--- src/hw/pcg_pkg.sv ---
// Operation
// Four pads in two independently controlled pairs
// Input storage selectable latch or flip-flop
// Input storage demultiplexes shared address/data
// Output flop takes two-signal per-pad logic
// Registered address muxed with data output
// Output data inversion selectable
// Three-state sense high, low, or always
// Three-state control registered or direct
// Shift registers divide input, multiply output
// DDR captures and launches both edges
// Pad is input, output or bidirectional
// Fast direct input path to decoder
// Clock source fast, secondary or edge
// Rate factor two or four, shared clock
// Latch holds falling edge, both ready rising
// Selections are static configuration
package pcg_pkg;
   localparam logic [4:0] PCG_OFS_PAD    = 5'h00;  // Per-pad config, one byte each
   localparam logic [4:0] PCG_OFS_PAIR   = 5'h04;  // Per-pair controls, one byte each
   localparam logic [4:0] PCG_OFS_SRB    = 5'h08;  // Rate shift block config
   localparam logic [4:0] PCG_OFS_STAT   = 5'h0C;  // Read-only state
   localparam int         PCG_F_DIR      = 0;      // 2 bits: 0 in, 1 out, 2 bidir
   localparam int         PCG_F_LAT      = 2;      // 1 latch, 0 flip-flop
   localparam int         PCG_F_INV      = 3;      // Output inversion
   localparam int         PCG_F_TSM      = 4;      // 2 bits: 0 high, 1 low, 2 always
   localparam int         PCG_F_TSR      = 6;      // Registered three-state
   localparam int         PCG_F_FUN      = 7;      // 0 mux a/b, 1 xor a/b
   localparam int         PCG_P_CKS      = 0;      // 2 bits clock source
   localparam int         PCG_P_CEN      = 2;      // Clock enable active low
   localparam int         PCG_P_LSE      = 3;      // Local set/reset used
   localparam int         PCG_P_GSE      = 4;      // Global set/reset used
   localparam int         PCG_S_RAT      = 0;      // 2 bits: 0 off, 1 x2, 2 x4
   localparam int         PCG_S_DDR      = 2;      // Double data rate
   localparam int         PCG_S_SER      = 3;      // Serializer owns pad 3
   localparam logic [1:0] PCG_DIR_IN     = 2'h0;
   localparam logic [1:0] PCG_DIR_OUT    = 2'h1;
   localparam logic [1:0] PCG_TS_HIGH    = 2'h0;
   localparam logic [1:0] PCG_TS_LOW     = 2'h1;
   localparam logic [1:0] PCG_RAT_X2     = 2'h1;
   localparam logic [1:0] PCG_RAT_X4     = 2'h2;
   localparam logic [31:0] PCG_RST_PAD  = 32'h00000000;
   localparam logic [15:0] PCG_RST_PAIR = 16'h0000;
   localparam logic [3:0]  PCG_RST_SRB  = 4'h0;
   localparam logic [1:0]  PCG_RESP_OK  = 2'h0;
   localparam logic [1:0]  PCG_RESP_ERR = 2'h2;
endpackage : pcg_pkg

--- src/hw/pcg_group.sv ---
`timescale 1ns/100ps
// Word FIFO between rate shift block and core
module pcg_fifo #(
   parameter int WIDTH = 4,
   parameter int DEPTH = 32
) (
   input  wire logic             clk,
   input  wire logic             rst_n,
   input  wire logic [WIDTH-1:0] in_data,
   input  wire logic             in_valid,
   output logic                  in_ready,
   output logic      [WIDTH-1:0] out_data,
   output logic                  out_valid,
   input  wire logic             out_ready,
   output logic [$clog2(DEPTH):0] level
);
   localparam int AW = $clog2(DEPTH);
   logic [WIDTH-1:0] mem [DEPTH];  // Flip-flop storage
   logic [AW-1:0]    wp;           // Write index
   logic [AW-1:0]    rp;           // Read index
   wire              push = in_valid && in_ready;
   wire              pop  = out_valid && out_ready;
   assign in_ready  = (level != (AW+1)'(DEPTH));
   assign out_valid = (level != '0);
   assign out_data  = mem[rp];
   // Pointers and fill count
   always_ff @(posedge clk or negedge rst_n) begin
      if (!rst_n) begin
         wp    <= '0;
         rp    <= '0;
         level <= '0;
      end else begin
         if (push) wp <= wp + 1'b1;
         if (pop) rp <= rp + 1'b1;
         level <= level + (AW+1)'(push) - (AW+1)'(pop);
      end
   end
   // Storage has no reset; only valid words are read
   always_ff @(posedge clk) begin
      if (push) mem[wp] <= in_data;
   end
   fifo_bound_a: assert property (@(posedge clk) disable iff (!rst_n) level <= (AW+1)'(DEPTH))
      else $error("fifo level past depth");
endmodule : pcg_fifo

// Four-pad I/O group with AXI4-Lite configuration
module pcg_group (
   input  wire logic                 clk,
   input  wire logic                 rstn,
   input  wire logic [3:0]           pad_in,
   output logic      [3:0]           pad_out,
   output logic      [3:0]           pad_oe_n,
   input  wire logic [2:0]           clk_tick,
   input  wire logic [1:0]           pair_ce,
   input  wire logic [1:0]           pair_lsr,
   input  wire logic                 gsr_n,
   input  wire logic [3:0]           core_a,
   input  wire logic [3:0]           core_b,
   input  wire logic [3:0]           core_sel,
   input  wire logic [3:0]           core_ts,
   input  wire logic [3:0]           core_fall,
   output logic      [3:0]           direct_input_out,
   output logic      [3:0]           latched_input_out,
   output logic      [3:0]           rise_input_out,
   output logic      [3:0]           rx_word,
   output logic                      rx_valid,
   input  wire logic                 rx_ready,
   input  wire logic [3:0]           tx_word,
   input  wire logic                 tx_valid,
   output logic                      tx_ready,
   input  wire logic [31:0]          s_axi_awaddr,
   input  wire logic                 s_axi_awvalid,
   output logic                      s_axi_awready,
   input  wire logic [31:0]          s_axi_wdata,
   input  wire logic [3:0]           s_axi_wstrb,
   input  wire logic                 s_axi_wvalid,
   output logic                      s_axi_wready,
   output logic      [1:0]           s_axi_bresp,
   output logic                      s_axi_bvalid,
   input  wire logic                 s_axi_bready,
   input  wire logic [31:0]          s_axi_araddr,
   input  wire logic                 s_axi_arvalid,
   output logic                      s_axi_arready,
   output logic      [31:0]          s_axi_rdata,
   output logic      [1:0]           s_axi_rresp,
   output logic                      s_axi_rvalid,
   input  wire logic                 s_axi_rready
);
   import pcg_pkg::*;

   // Pick one of fast, secondary, edge ticks
   function automatic logic sel_tick(input logic [1:0] src, input logic [2:0] t);
      sel_tick = (src < 2'h3) ? t[src] : 1'b0;
   endfunction : sel_tick

   logic [1:0]  rsync;         // Reset release pipeline
   logic        rst_n;         // Internal reset copy
   logic [31:0] cfg_pad;       // Four pad bytes
   logic [15:0] cfg_pair;      // Two pair bytes
   logic [3:0]  cfg_srb;       // Rate shift config
   logic        aw_held;       // Write address captured
   logic        w_held;        // Write data captured
   logic [4:0]  aw_q;          // Held write offset
   logic [31:0] w_q;           // Held write data
   logic [3:0]  ws_q;          // Held strobes
   logic [3:0]  in_pos;        // Rising edge capture
   logic [3:0]  in_neg;        // Falling edge latch
   logic [3:0]  out_q;         // Output flop
   logic [3:0]  ddr_p;         // DDR rising launch
   logic [3:0]  ddr_n;         // DDR falling launch
   logic [3:0]  ts_q;          // Registered three-state
   logic [3:0]  des_sr;        // Deserializer shift
   logic [1:0]  des_cnt;       // Bits collected
   logic        des_push;      // Word waiting for FIFO
   logic [3:0]  des_word;      // Word to FIFO
   logic [3:0]  ser_sr;        // Serializer shift
   logic [1:0]  ser_cnt;       // Bits left
   logic [5:0]  fifo_lvl;      // FIFO fill
   logic        fifo_in_ready; // FIFO can take a word

   // Two-flop reset release
   always_ff @(posedge clk or negedge rstn) begin
      if (!rstn) rsync <= 2'h0;
      else rsync <= {rsync[0], 1'b1};
   end
   assign rst_n = rsync[1];

   // Per-pad decoded fields and pair controls
   wire [3:0] f_lat;
   wire [3:0] f_inv;
   wire [3:0] f_tsr;
   wire [3:0] f_fun;
   wire [3:0] pad_en;          // Capture/launch allowed this cycle
   wire [3:0] pad_clr;         // Local or global clear
   wire [3:0] next_out;        // Two-signal output logic
   wire [3:0] ts_eff;          // Three-state source
   wire [3:0] drive;           // Pad driven
   wire       ddr_on  = cfg_srb[PCG_S_DDR];
   wire [1:0] ratio   = cfg_srb[PCG_S_RAT +: 2];
   wire       des_on  = (ratio == PCG_RAT_X2) || (ratio == PCG_RAT_X4);
   wire [1:0] des_last = (ratio == PCG_RAT_X4) ? 2'h3 : 2'h1;
   wire       ser_on  = cfg_srb[PCG_S_SER] && des_on;

   genvar g;
   generate
      for (g = 0; g < 4; g++) begin : gp
         localparam int P = g / 2;  // Pair index
         wire [7:0] pc = cfg_pad[8*g +: 8];
         wire [7:0] qc = cfg_pair[8*P +: 8];
         wire [1:0] dir = pc[PCG_F_DIR +: 2];
         wire [1:0] tsm = pc[PCG_F_TSM +: 2];
         wire       ce  = pair_ce[P] ^ qc[PCG_P_CEN];
         assign f_lat[g]   = pc[PCG_F_LAT];
         assign f_inv[g]   = pc[PCG_F_INV];
         assign f_tsr[g]   = pc[PCG_F_TSR];
         assign f_fun[g]   = pc[PCG_F_FUN];
         assign pad_en[g]  = ce && sel_tick(qc[PCG_P_CKS +: 2], clk_tick);
         assign pad_clr[g] = (qc[PCG_P_LSE] && pair_lsr[P]) || (qc[PCG_P_GSE] && !gsr_n);
         // Mux or combine the two core signals
         assign next_out[g] = f_fun[g] ? (core_a[g] ^ core_b[g])
                                       : (core_sel[g] ? core_b[g] : core_a[g]);
         assign ts_eff[g] = f_tsr[g] ? ts_q[g] : core_ts[g];
         // Direction, then three-state sense
         assign drive[g] = (dir == PCG_DIR_IN)  ? 1'b0 :
                           (dir == PCG_DIR_OUT) ? 1'b1 :
                           (tsm == PCG_TS_HIGH) ? !ts_eff[g] :
                           (tsm == PCG_TS_LOW)  ? ts_eff[g] : 1'b1;
      end
   endgenerate

   // Fast pad-to-decoder path, no storage
   assign direct_input_out = pad_in;

   // Rising edge input capture, flip-flop mode
   always_ff @(posedge clk or negedge rst_n) begin
      if (!rst_n) in_pos <= 4'h0;
      else in_pos <= (in_pos & ~pad_en & ~pad_clr) | (pad_in & pad_en & ~pad_clr);
   end

   // Falling edge hold, latch mode or DDR second half
   always_ff @(negedge clk or negedge rst_n) begin
      if (!rst_n) in_neg <= 4'h0;
      else in_neg <= (in_neg & ~pad_en & ~pad_clr) | (pad_in & pad_en & ~pad_clr);
   end
   // Latch-held value beside the direct value gives the demultiplexed pair
   assign latched_input_out = (f_lat | {4{ddr_on}}) & in_neg | ~(f_lat | {4{ddr_on}}) & in_pos;
   assign rise_input_out    = in_pos;

   // Output flop and registered three-state
   always_ff @(posedge clk or negedge rst_n) begin
      if (!rst_n) begin
         out_q <= 4'h0;
         ts_q  <= 4'h0;
      end else begin
         out_q <= (out_q & ~pad_en & ~pad_clr) | (next_out & pad_en & ~pad_clr);
         ts_q  <= (ts_q & ~pad_en) | (core_ts & pad_en);
      end
   end

   // DDR launch: xor pair avoids muxing on the clock itself
   always_ff @(posedge clk or negedge rst_n) begin
      if (!rst_n) ddr_p <= 4'h0;
      else ddr_p <= next_out ^ ddr_n;
   end
   always_ff @(negedge clk or negedge rst_n) begin
      if (!rst_n) ddr_n <= 4'h0;
      else ddr_n <= core_fall ^ ddr_p;
   end

   // Pad drive: serializer owns pad 3 when on
   wire [3:0] pad_raw = ddr_on ? (ddr_p ^ ddr_n) : out_q;
   wire [3:0] pad_sel = {ser_on ? ser_sr[0] : pad_raw[3], pad_raw[2:0]};
   assign pad_out  = pad_sel ^ f_inv;
   assign pad_oe_n = ~drive;

   // Deserializer on pad 0; stalls while its word waits
   assign des_word = des_sr;
   always_ff @(posedge clk or negedge rst_n) begin
      if (!rst_n) begin
         des_sr   <= 4'h0;
         des_cnt  <= 2'h0;
         des_push <= 1'b0;
      end else if (des_push) begin
         if (fifo_in_ready) des_push <= 1'b0;  // Back-pressure holds shifting
      end else if (des_on) begin
         des_sr  <= {pad_in[0], des_sr[3:1]};
         des_cnt <= (des_cnt == des_last) ? 2'h0 : des_cnt + 2'h1;
         if (des_cnt == des_last) des_push <= 1'b1;
      end
   end

   pcg_fifo #(.WIDTH(4), .DEPTH(32)) u_fifo (
      .clk       (clk),
      .rst_n     (rst_n),
      .in_data   (des_word),
      .in_valid  (des_push),
      .in_ready  (fifo_in_ready),
      .out_data  (rx_word),
      .out_valid (rx_valid),
      .out_ready (rx_ready),
      .level     (fifo_lvl)
   );

   // Serializer to pad 3, same clock as the deserializer
   assign tx_ready = ser_on && (ser_cnt == 2'h0);
   always_ff @(posedge clk or negedge rst_n) begin
      if (!rst_n) begin
         ser_sr  <= 4'h0;
         ser_cnt <= 2'h0;
      end else if (tx_valid && tx_ready) begin
         ser_sr  <= tx_word;
         ser_cnt <= des_last;
      end else if (ser_cnt != 2'h0) begin
         ser_sr  <= {1'b0, ser_sr[3:1]};
         ser_cnt <= ser_cnt - 2'h1;
      end
   end

   // AXI write: address and data in either order
   wire       wr_go  = aw_held && w_held && !s_axi_bvalid;
   wire       wr_map = (aw_q == PCG_OFS_PAD) || (aw_q == PCG_OFS_PAIR) || (aw_q == PCG_OFS_SRB);
   assign s_axi_awready = !aw_held;
   assign s_axi_wready  = !w_held;
   function automatic logic [31:0] merge(input logic [31:0] o, input logic [31:0] n, input logic [3:0] s);
      for (int i = 0; i < 4; i++) merge[8*i +: 8] = s[i] ? n[8*i +: 8] : o[8*i +: 8];
   endfunction : merge
   wire [31:0] pair_mrg = merge({16'h0000, cfg_pair}, w_q, ws_q);  // Pair bytes after strobes
   wire [31:0] srb_mrg  = merge({28'h0, cfg_srb}, w_q, ws_q);       // Rate config after strobes

   // Capture channels, commit, respond
   always_ff @(posedge clk or negedge rst_n) begin
      if (!rst_n) begin
         aw_held <= 1'b0;
         w_held  <= 1'b0;
         aw_q    <= 5'h00;
         w_q     <= 32'h00000000;
         ws_q    <= 4'h0;
         s_axi_bvalid <= 1'b0;
         s_axi_bresp  <= PCG_RESP_OK;
         cfg_pad  <= PCG_RST_PAD;
         cfg_pair <= PCG_RST_PAIR;
         cfg_srb  <= PCG_RST_SRB;
      end else begin
         if (s_axi_awvalid && !aw_held) begin
            aw_held <= 1'b1;
            aw_q    <= {s_axi_awaddr[4:2], 2'h0};
         end
         if (s_axi_wvalid && !w_held) begin
            w_held <= 1'b1;
            w_q    <= s_axi_wdata;
            ws_q   <= s_axi_wstrb;
         end
         if (wr_go) begin
            // Static settings: software writes only while idle
            if (aw_q == PCG_OFS_PAD) cfg_pad <= merge(cfg_pad, w_q, ws_q);
            if (aw_q == PCG_OFS_PAIR) cfg_pair <= pair_mrg[15:0];
            if (aw_q == PCG_OFS_SRB) cfg_srb <= srb_mrg[3:0];
            aw_held <= 1'b0;
            w_held  <= 1'b0;
            s_axi_bvalid <= 1'b1;
            s_axi_bresp  <= wr_map ? PCG_RESP_OK : PCG_RESP_ERR;
         end else if (s_axi_bvalid && s_axi_bready) begin
            s_axi_bvalid <= 1'b0;
         end
      end
   end

   // AXI read: one outstanding, registered data
   wire [4:0]  ar_ofs = {s_axi_araddr[4:2], 2'h0};
   wire [31:0] rd_mux = (ar_ofs == PCG_OFS_PAD)  ? cfg_pad :
                        (ar_ofs == PCG_OFS_PAIR) ? {16'h0000, cfg_pair} :
                        (ar_ofs == PCG_OFS_SRB)  ? {28'h0000000, cfg_srb} :
                        {18'h00000, fifo_lvl, in_neg, in_pos};
   wire        rd_map = (ar_ofs <= PCG_OFS_STAT);
   assign s_axi_arready = !s_axi_rvalid;
   always_ff @(posedge clk or negedge rst_n) begin
      if (!rst_n) begin
         s_axi_rvalid <= 1'b0;
         s_axi_rdata  <= 32'h00000000;
         s_axi_rresp  <= PCG_RESP_OK;
      end else if (s_axi_arvalid && s_axi_arready) begin
         s_axi_rvalid <= 1'b1;
         s_axi_rdata  <= rd_map ? rd_mux : 32'h00000000;
         s_axi_rresp  <= rd_map ? PCG_RESP_OK : PCG_RESP_ERR;
      end else if (s_axi_rready) begin
         s_axi_rvalid <= 1'b0;
      end
   end

   // Checks on the pad, shift and AXI write logic
   in_only_a: assert property (@(posedge clk) disable iff (!rst_n)
      (cfg_pad[PCG_F_DIR +: 2] == PCG_DIR_IN) |-> pad_oe_n[0]) else $error("input pad driven");
   ts_always_a: assert property (@(posedge clk) disable iff (!rst_n)
      (cfg_pad[9:8] == 2'h2 && cfg_pad[13:12] == 2'h2) |-> !pad_oe_n[1]) else $error("ts always off");
   ts_direct_a: assert property (@(posedge clk) disable iff (!rst_n)
      (cfg_pad[25:24] == 2'h2 && cfg_pad[29:28] == PCG_TS_LOW && !cfg_pad[30])
      |-> (pad_oe_n[3] == !core_ts[3])) else $error("ts direct sense");
   out_inv_a: assert property (@(posedge clk) disable iff (!rst_n)
      (!ddr_on && !ser_on) |-> (pad_out == (out_q ^ f_inv))) else $error("output inversion");
   ff_capt_a: assert property (@(posedge clk) disable iff (!rst_n)
      (pad_en[0] && !pad_clr[0]) |=> (in_pos[0] == $past(pad_in[0]))) else $error("input capture");
   out_hold_a: assert property (@(posedge clk) disable iff (!rst_n)
      (!pad_en[3] && !pad_clr[3]) |=> $stable(out_q[3])) else $error("output held off ce");
   out_mux_a: assert property (@(posedge clk) disable iff (!rst_n)
      (pad_en[2] && !pad_clr[2] && !f_fun[2])
      |=> (out_q[2] == ($past(core_sel[2]) ? $past(core_b[2]) : $past(core_a[2]))))
      else $error("output mux");
   des_stall_a: assert property (@(posedge clk) disable iff (!rst_n)
      (des_push && !fifo_in_ready) |=> (des_push && $stable(des_sr))) else $error("shift not stalled");
   ser_bits_a: assert property (@(posedge clk) disable iff (!rst_n)
      (tx_valid && tx_ready && ratio == PCG_RAT_X4) |=> (ser_cnt == 2'h3) ##1 (ser_cnt == 2'h2))
      else $error("serializer count");
   wr_resp_a: assert property (@(posedge clk) disable iff (!rst_n)
      wr_go |=> s_axi_bvalid) else $error("missing write response");
endmodule : pcg_group

--- config.mk ---
export PLATFORM = sky130hd
export DESIGN_NAME = pcg_group
export DESIGN_NICKNAME = d
export VERILOG_FILES = /design/src/hw/pcg_pkg.sv /design/src/hw/pcg_group.sv
export SDC_FILE = /design/constraint.sdc
export NUM_CORES = 1
export LEC_CHECK = 0
export ABC_CLOCK_PERIOD_IN_PS = 5600
export BUFFER_PORTS_ARGS = -buffer_cell sky130_fd_sc_hd__buf_2
export CAP_MARGIN = 10
export CORE_UTILIZATION = 51
export DETAILED_ROUTE_END_ITERATION = 12
export PLACE_DENSITY = 0.83
export RECOVER_POWER = 25
export SYNTH_ARGS = -nofsm -noshare
export SYNTH_HDL_FRONTEND = slang
export SYNTH_SLANG_ARGS = --single-unit
--- constraint.sdc ---
create_clock -name clk -period 5.6 [get_ports clk]
set_input_delay 0 -clock clk [delete_from_list [all_inputs] [get_ports clk]]
set_output_delay 0 -clock clk [all_outputs]
set_load 0.01 [all_outputs]
==> summary.txt <==
Critical path
  • Critical path required time: 5600 ps
  • Worst reg2reg path depth: 4
  • Crit Reg-Reg Endpoint: in_neg[2]
  • Startpoint types: register
  • Crit Path Category: reg2out
  • Worst Setup End Kind: output port
  • Worst r2r src: cfg_pair[8]
  • CP arrival: 4690 ps
  • Worst reg-to-reg setup slack: around 1400 ps
  • Crit-path max FO: 2

Synthesis
  • Post-synthesis sequential area ratio: 63.8%
  • Syn. warnings: 0
  • Netlist cell types: 58
  • Post-synthesis cell count: 900
  • Main synth FF type: dfrtp_1
  • Mapped Avg Cell Area: roughly 15 um^2
  • Synth async-reset ratio: 59.0%
  • Mapped Area: 13200 um^2
  • EDFF count, synth: approximately 130
  • Synth Register Bits: between 300 and 400

Cells and area
  • Syn-to-layout area delta: 22.0%
  • Register area: 8450 um^2
  • Fin cells: 1502
  • Multi-input gate area: around 4400 um^2
  • Cell area after layout: 16100 um^2
  • Post-Route Utilization: 63.7%
  • Fraction of layout cells with a size suffix above 1: 21.0%
  • FILL cells: 1726
  • Layout Nets: between 1000 and 1500
  • Diodes inserted: 0

Run
  • MaxCap Viol Count: 0

Pwr
  • Net Switching: 2800 uW
  • Combinational power share: 28.5%
  • Flop pwr share: between 40 and 50%
  • Worst IR drop on VDD: between 0.4 and 0.5 mV
  • Power Internal: between 5000 and 6000 uW
  • Switch share: about a third
  • Clock Power Share: 25.2%
  • Leakage: approximately 0.0067 uW
  • PwrDens: 516 nW/um^2

Routing
  • WL per Instance: 21.5 um
  • Initial drt markers: 734
  • Via count: between 8000 and 9000
  • Remaining DRCs: 0
  • Drt via density: 5.74
  • First-pass DRT Iterations: 6
  • WL final: 32300 um
  • ANT nets after route: 0

Floorplanning
  • Site Rows: 58
  • Initial core utilization: between 50% and 60%
  • Chip Width: 163 um
  • Core area: ~25000 um^2
  • Die Area: 26600 um^2
  • I/O Pins: 212
  • DIE HEIGHT: roughly 160 um

Min path
  • Worst hold stages: 3
  • Endpoint, Worst Hold: s_axi_rdata[14]
  • Hold Crit Class: in2reg
  • HP Start: s_axi_araddr[2]

CTS
  • Total clock sinks: 312
  • CTS tree: yes
  • Worst-path clk slew: 60 ps
  • CTS Buffer Depth: 3
  • Worst-Skew Late Latency: 560 ps
  • CTS Buf Count: 31
  • CTS root buffer: clkbuf_16
  • H-tree depth: 1

Placed design
  • Placed cell count: 1350
  • Hpwl dp: ~20000 um
  • Placed instance area: roughly 14000 um^2
  • Gpl congestion: 0.812
  • Port Buffers: 151

STA
  • Final setup fails: 0
  • Max-Slew Margin vs Limit: under 10%
  • Worst-Margin Slew: ~1400 ps
  • Clock skew: 18.8 ps
  • Final Hold Violating Endpoints: 0
  • Setup TNS: 0 ps
  • RSZ-0062 raised after global routing: false
  • Slew Limit Fails: 0

GRT
  • Initial antenna violation count: 0
  • GR Overflow Total: 0
  • GRT Total Usage: 25.2%
  • Vias in the first global route: 9344
  • Largest net degree at the start of global routing: 64
  • First-pass GRT wire length: 51600 um

Run status
  • Outcome: completed
==> cell families after synthesis <==
group,synth area share (%)
AO/OA/AOI/OAI,6.68
XOR/XNOR,2.45
adder cells (fa/ha/maj),1.66
buffers and inverters,2.56
flip-flops,63.8
multiplexers,16.7
other,0.0567
AND/OR/NAND/NOR,6.08
==> worst max path at each step <==
stage | start | endpoint | slack [ps] | depth (start not counted)
floorplan | rsync[1] | ddr_n[0] | 1010 | 0
global placement | ddr_n[3] | pad_out[3] | 1500 | 5
detailed placement | ddr_n[3] | pad_out[3] | 1470 | 5
CTS | ddr_n[3] | pad_out[3] | 890 | 5
global route | ddr_n[3] | pad_out[3] | 870 | 5
finish | ddr_n[3] | pad_out[3] | 910 | 5
==> critical path: stages (launching register included) <==
cell and delay (ps):
dfrtn_1 450, xnor2_1 130, a211oi_1 270, a21oi_1 80
xnor2_1 240, buf_2 180
==> stage by stage <==
stage	setup WS (ps)	hold slack, ps	total power, uW
after floorplan	1010	-296	5300
after CTS	891	121	8290
after detailed placement	1470	-210	6070
after global routing	867	170	8750
after global placement	1500	-213	5930
final	909	155	8330
==> cell type report <==
| class | count | share of cell area, % |
|---|---|---|
| sequential | 312 | 52.4 |
| multi-input combinational | 521 | 27.5 |
| timing repair buffer | 253 | 10.4 |
| clock buffer | 48 | 5.82 |
| tap | 330 | 2.56 |
| inverter | 28 | 0.651 |
| clock inverter | 10 | 0.636 |
==> synthesized netlist by cell type (5+ instances only) <==
library cell | count | area share [%]
o21ai_0 | 33 | 1.2
mux4_2 | 29 | 4.9
nor2b_1 | 10 | 0.47
clkbuf_1 | 15 | 0.43
ha_1 | 16 | 1.5
mux2_1 | 57 | 4.9
nand2_1 | 32 | 0.91
nand3b_1 | 7 | 0.40
buf_2 | 12 | 0.45
nor2_1 | 62 | 1.8
inv_1 | 27 | 0.77
o21ai_1 | 9 | 0.34
edfxtp_1 | 128 | 29
mux2_2 | 48 | 4.1
and3_1 | 6 | 0.28
mux2i_1 | 37 | 2.8
xnor2_1 | 15 | 0.99
o22ai_1 | 7 | 0.33
xor2_1 | 22 | 1.5
a22o_1 | 27 | 1.8
dfrtp_1 | 176 | 33
nand2b_1 | 7 | 0.33
dfrtn_1 | 8 | 1.5
a21oi_1 | 24 | 0.91
buf_4 | 7 | 0.40
nand4_1 | 5 | 0.24
a211oi_1 | 10 | 0.57
nand3_1 | 16 | 0.61
==> metal layers <==
layer | global-route usage, % | part of all wire, % | vias up
li1 | - | - | 3824
met1 | 31.2 | 39 | 4394
met2 | 44.4 | 52 | 335
met3 | 5.54 | 6.6 | 71
met4 | 7.35 | 2.7 | 0
met5 | 0 | 0 | -
==> what timing repair did <==
| action | 4_1_cts | 5_1_grt |
|---|---|---|
| setup buffers | 0 | 0 |
| resized for setup | 0 | 0 |
| endpoints found under the setup margin | 0 | 0 |
| endpoints found under the hold margin | 85 | 0 |
| hold buffers | 94 | 0 |
==> cells in the final DEF (no fill, tap or decap), types with 22 or more instances in the layout <==
cell	netlist	routed
inv_1	27	27
a21oi_1	24	24
dlygate4sd3_1	0	94
edfxtp_1	128	128
a22o_1	27	27
buf_2	12	104
mux2_1	57	57
mux2_2	48	48
mux4_2	29	29
xor2_1	22	22
o21ai_0	33	33
mux2i_1	37	37
nor2_1	62	62
dfrtp_1	176	174
nand2_1	32	32
clkbuf_1	15	58
clkbuf_16	0	31
==> registers in the layout, indices dropped and copies added (netlist names), 5 cells and up, named ones only <==
register,count
cfg_pad,32
cfg_pair,16
s_axi_rdata,32
u_fifo.level,6
u_fifo.mem,128
u_fifo.rp,5
u_fifo.wp,5
w_q,32
==> power by group through the flow <==
stage / Sequential (uW) / Clock, uW / Combinational [uW]
floorplan: 3530 / 0 / 1760
global placement: 3800 / 0 / 2140
detailed placement: 3850 / 0 / 2220
CTS: 3820 / 2120 / 2350
global route: 3940 / 2220 / 2580
finish: 3850 / 2100 / 2380
(Power assumes the default switching activity.)
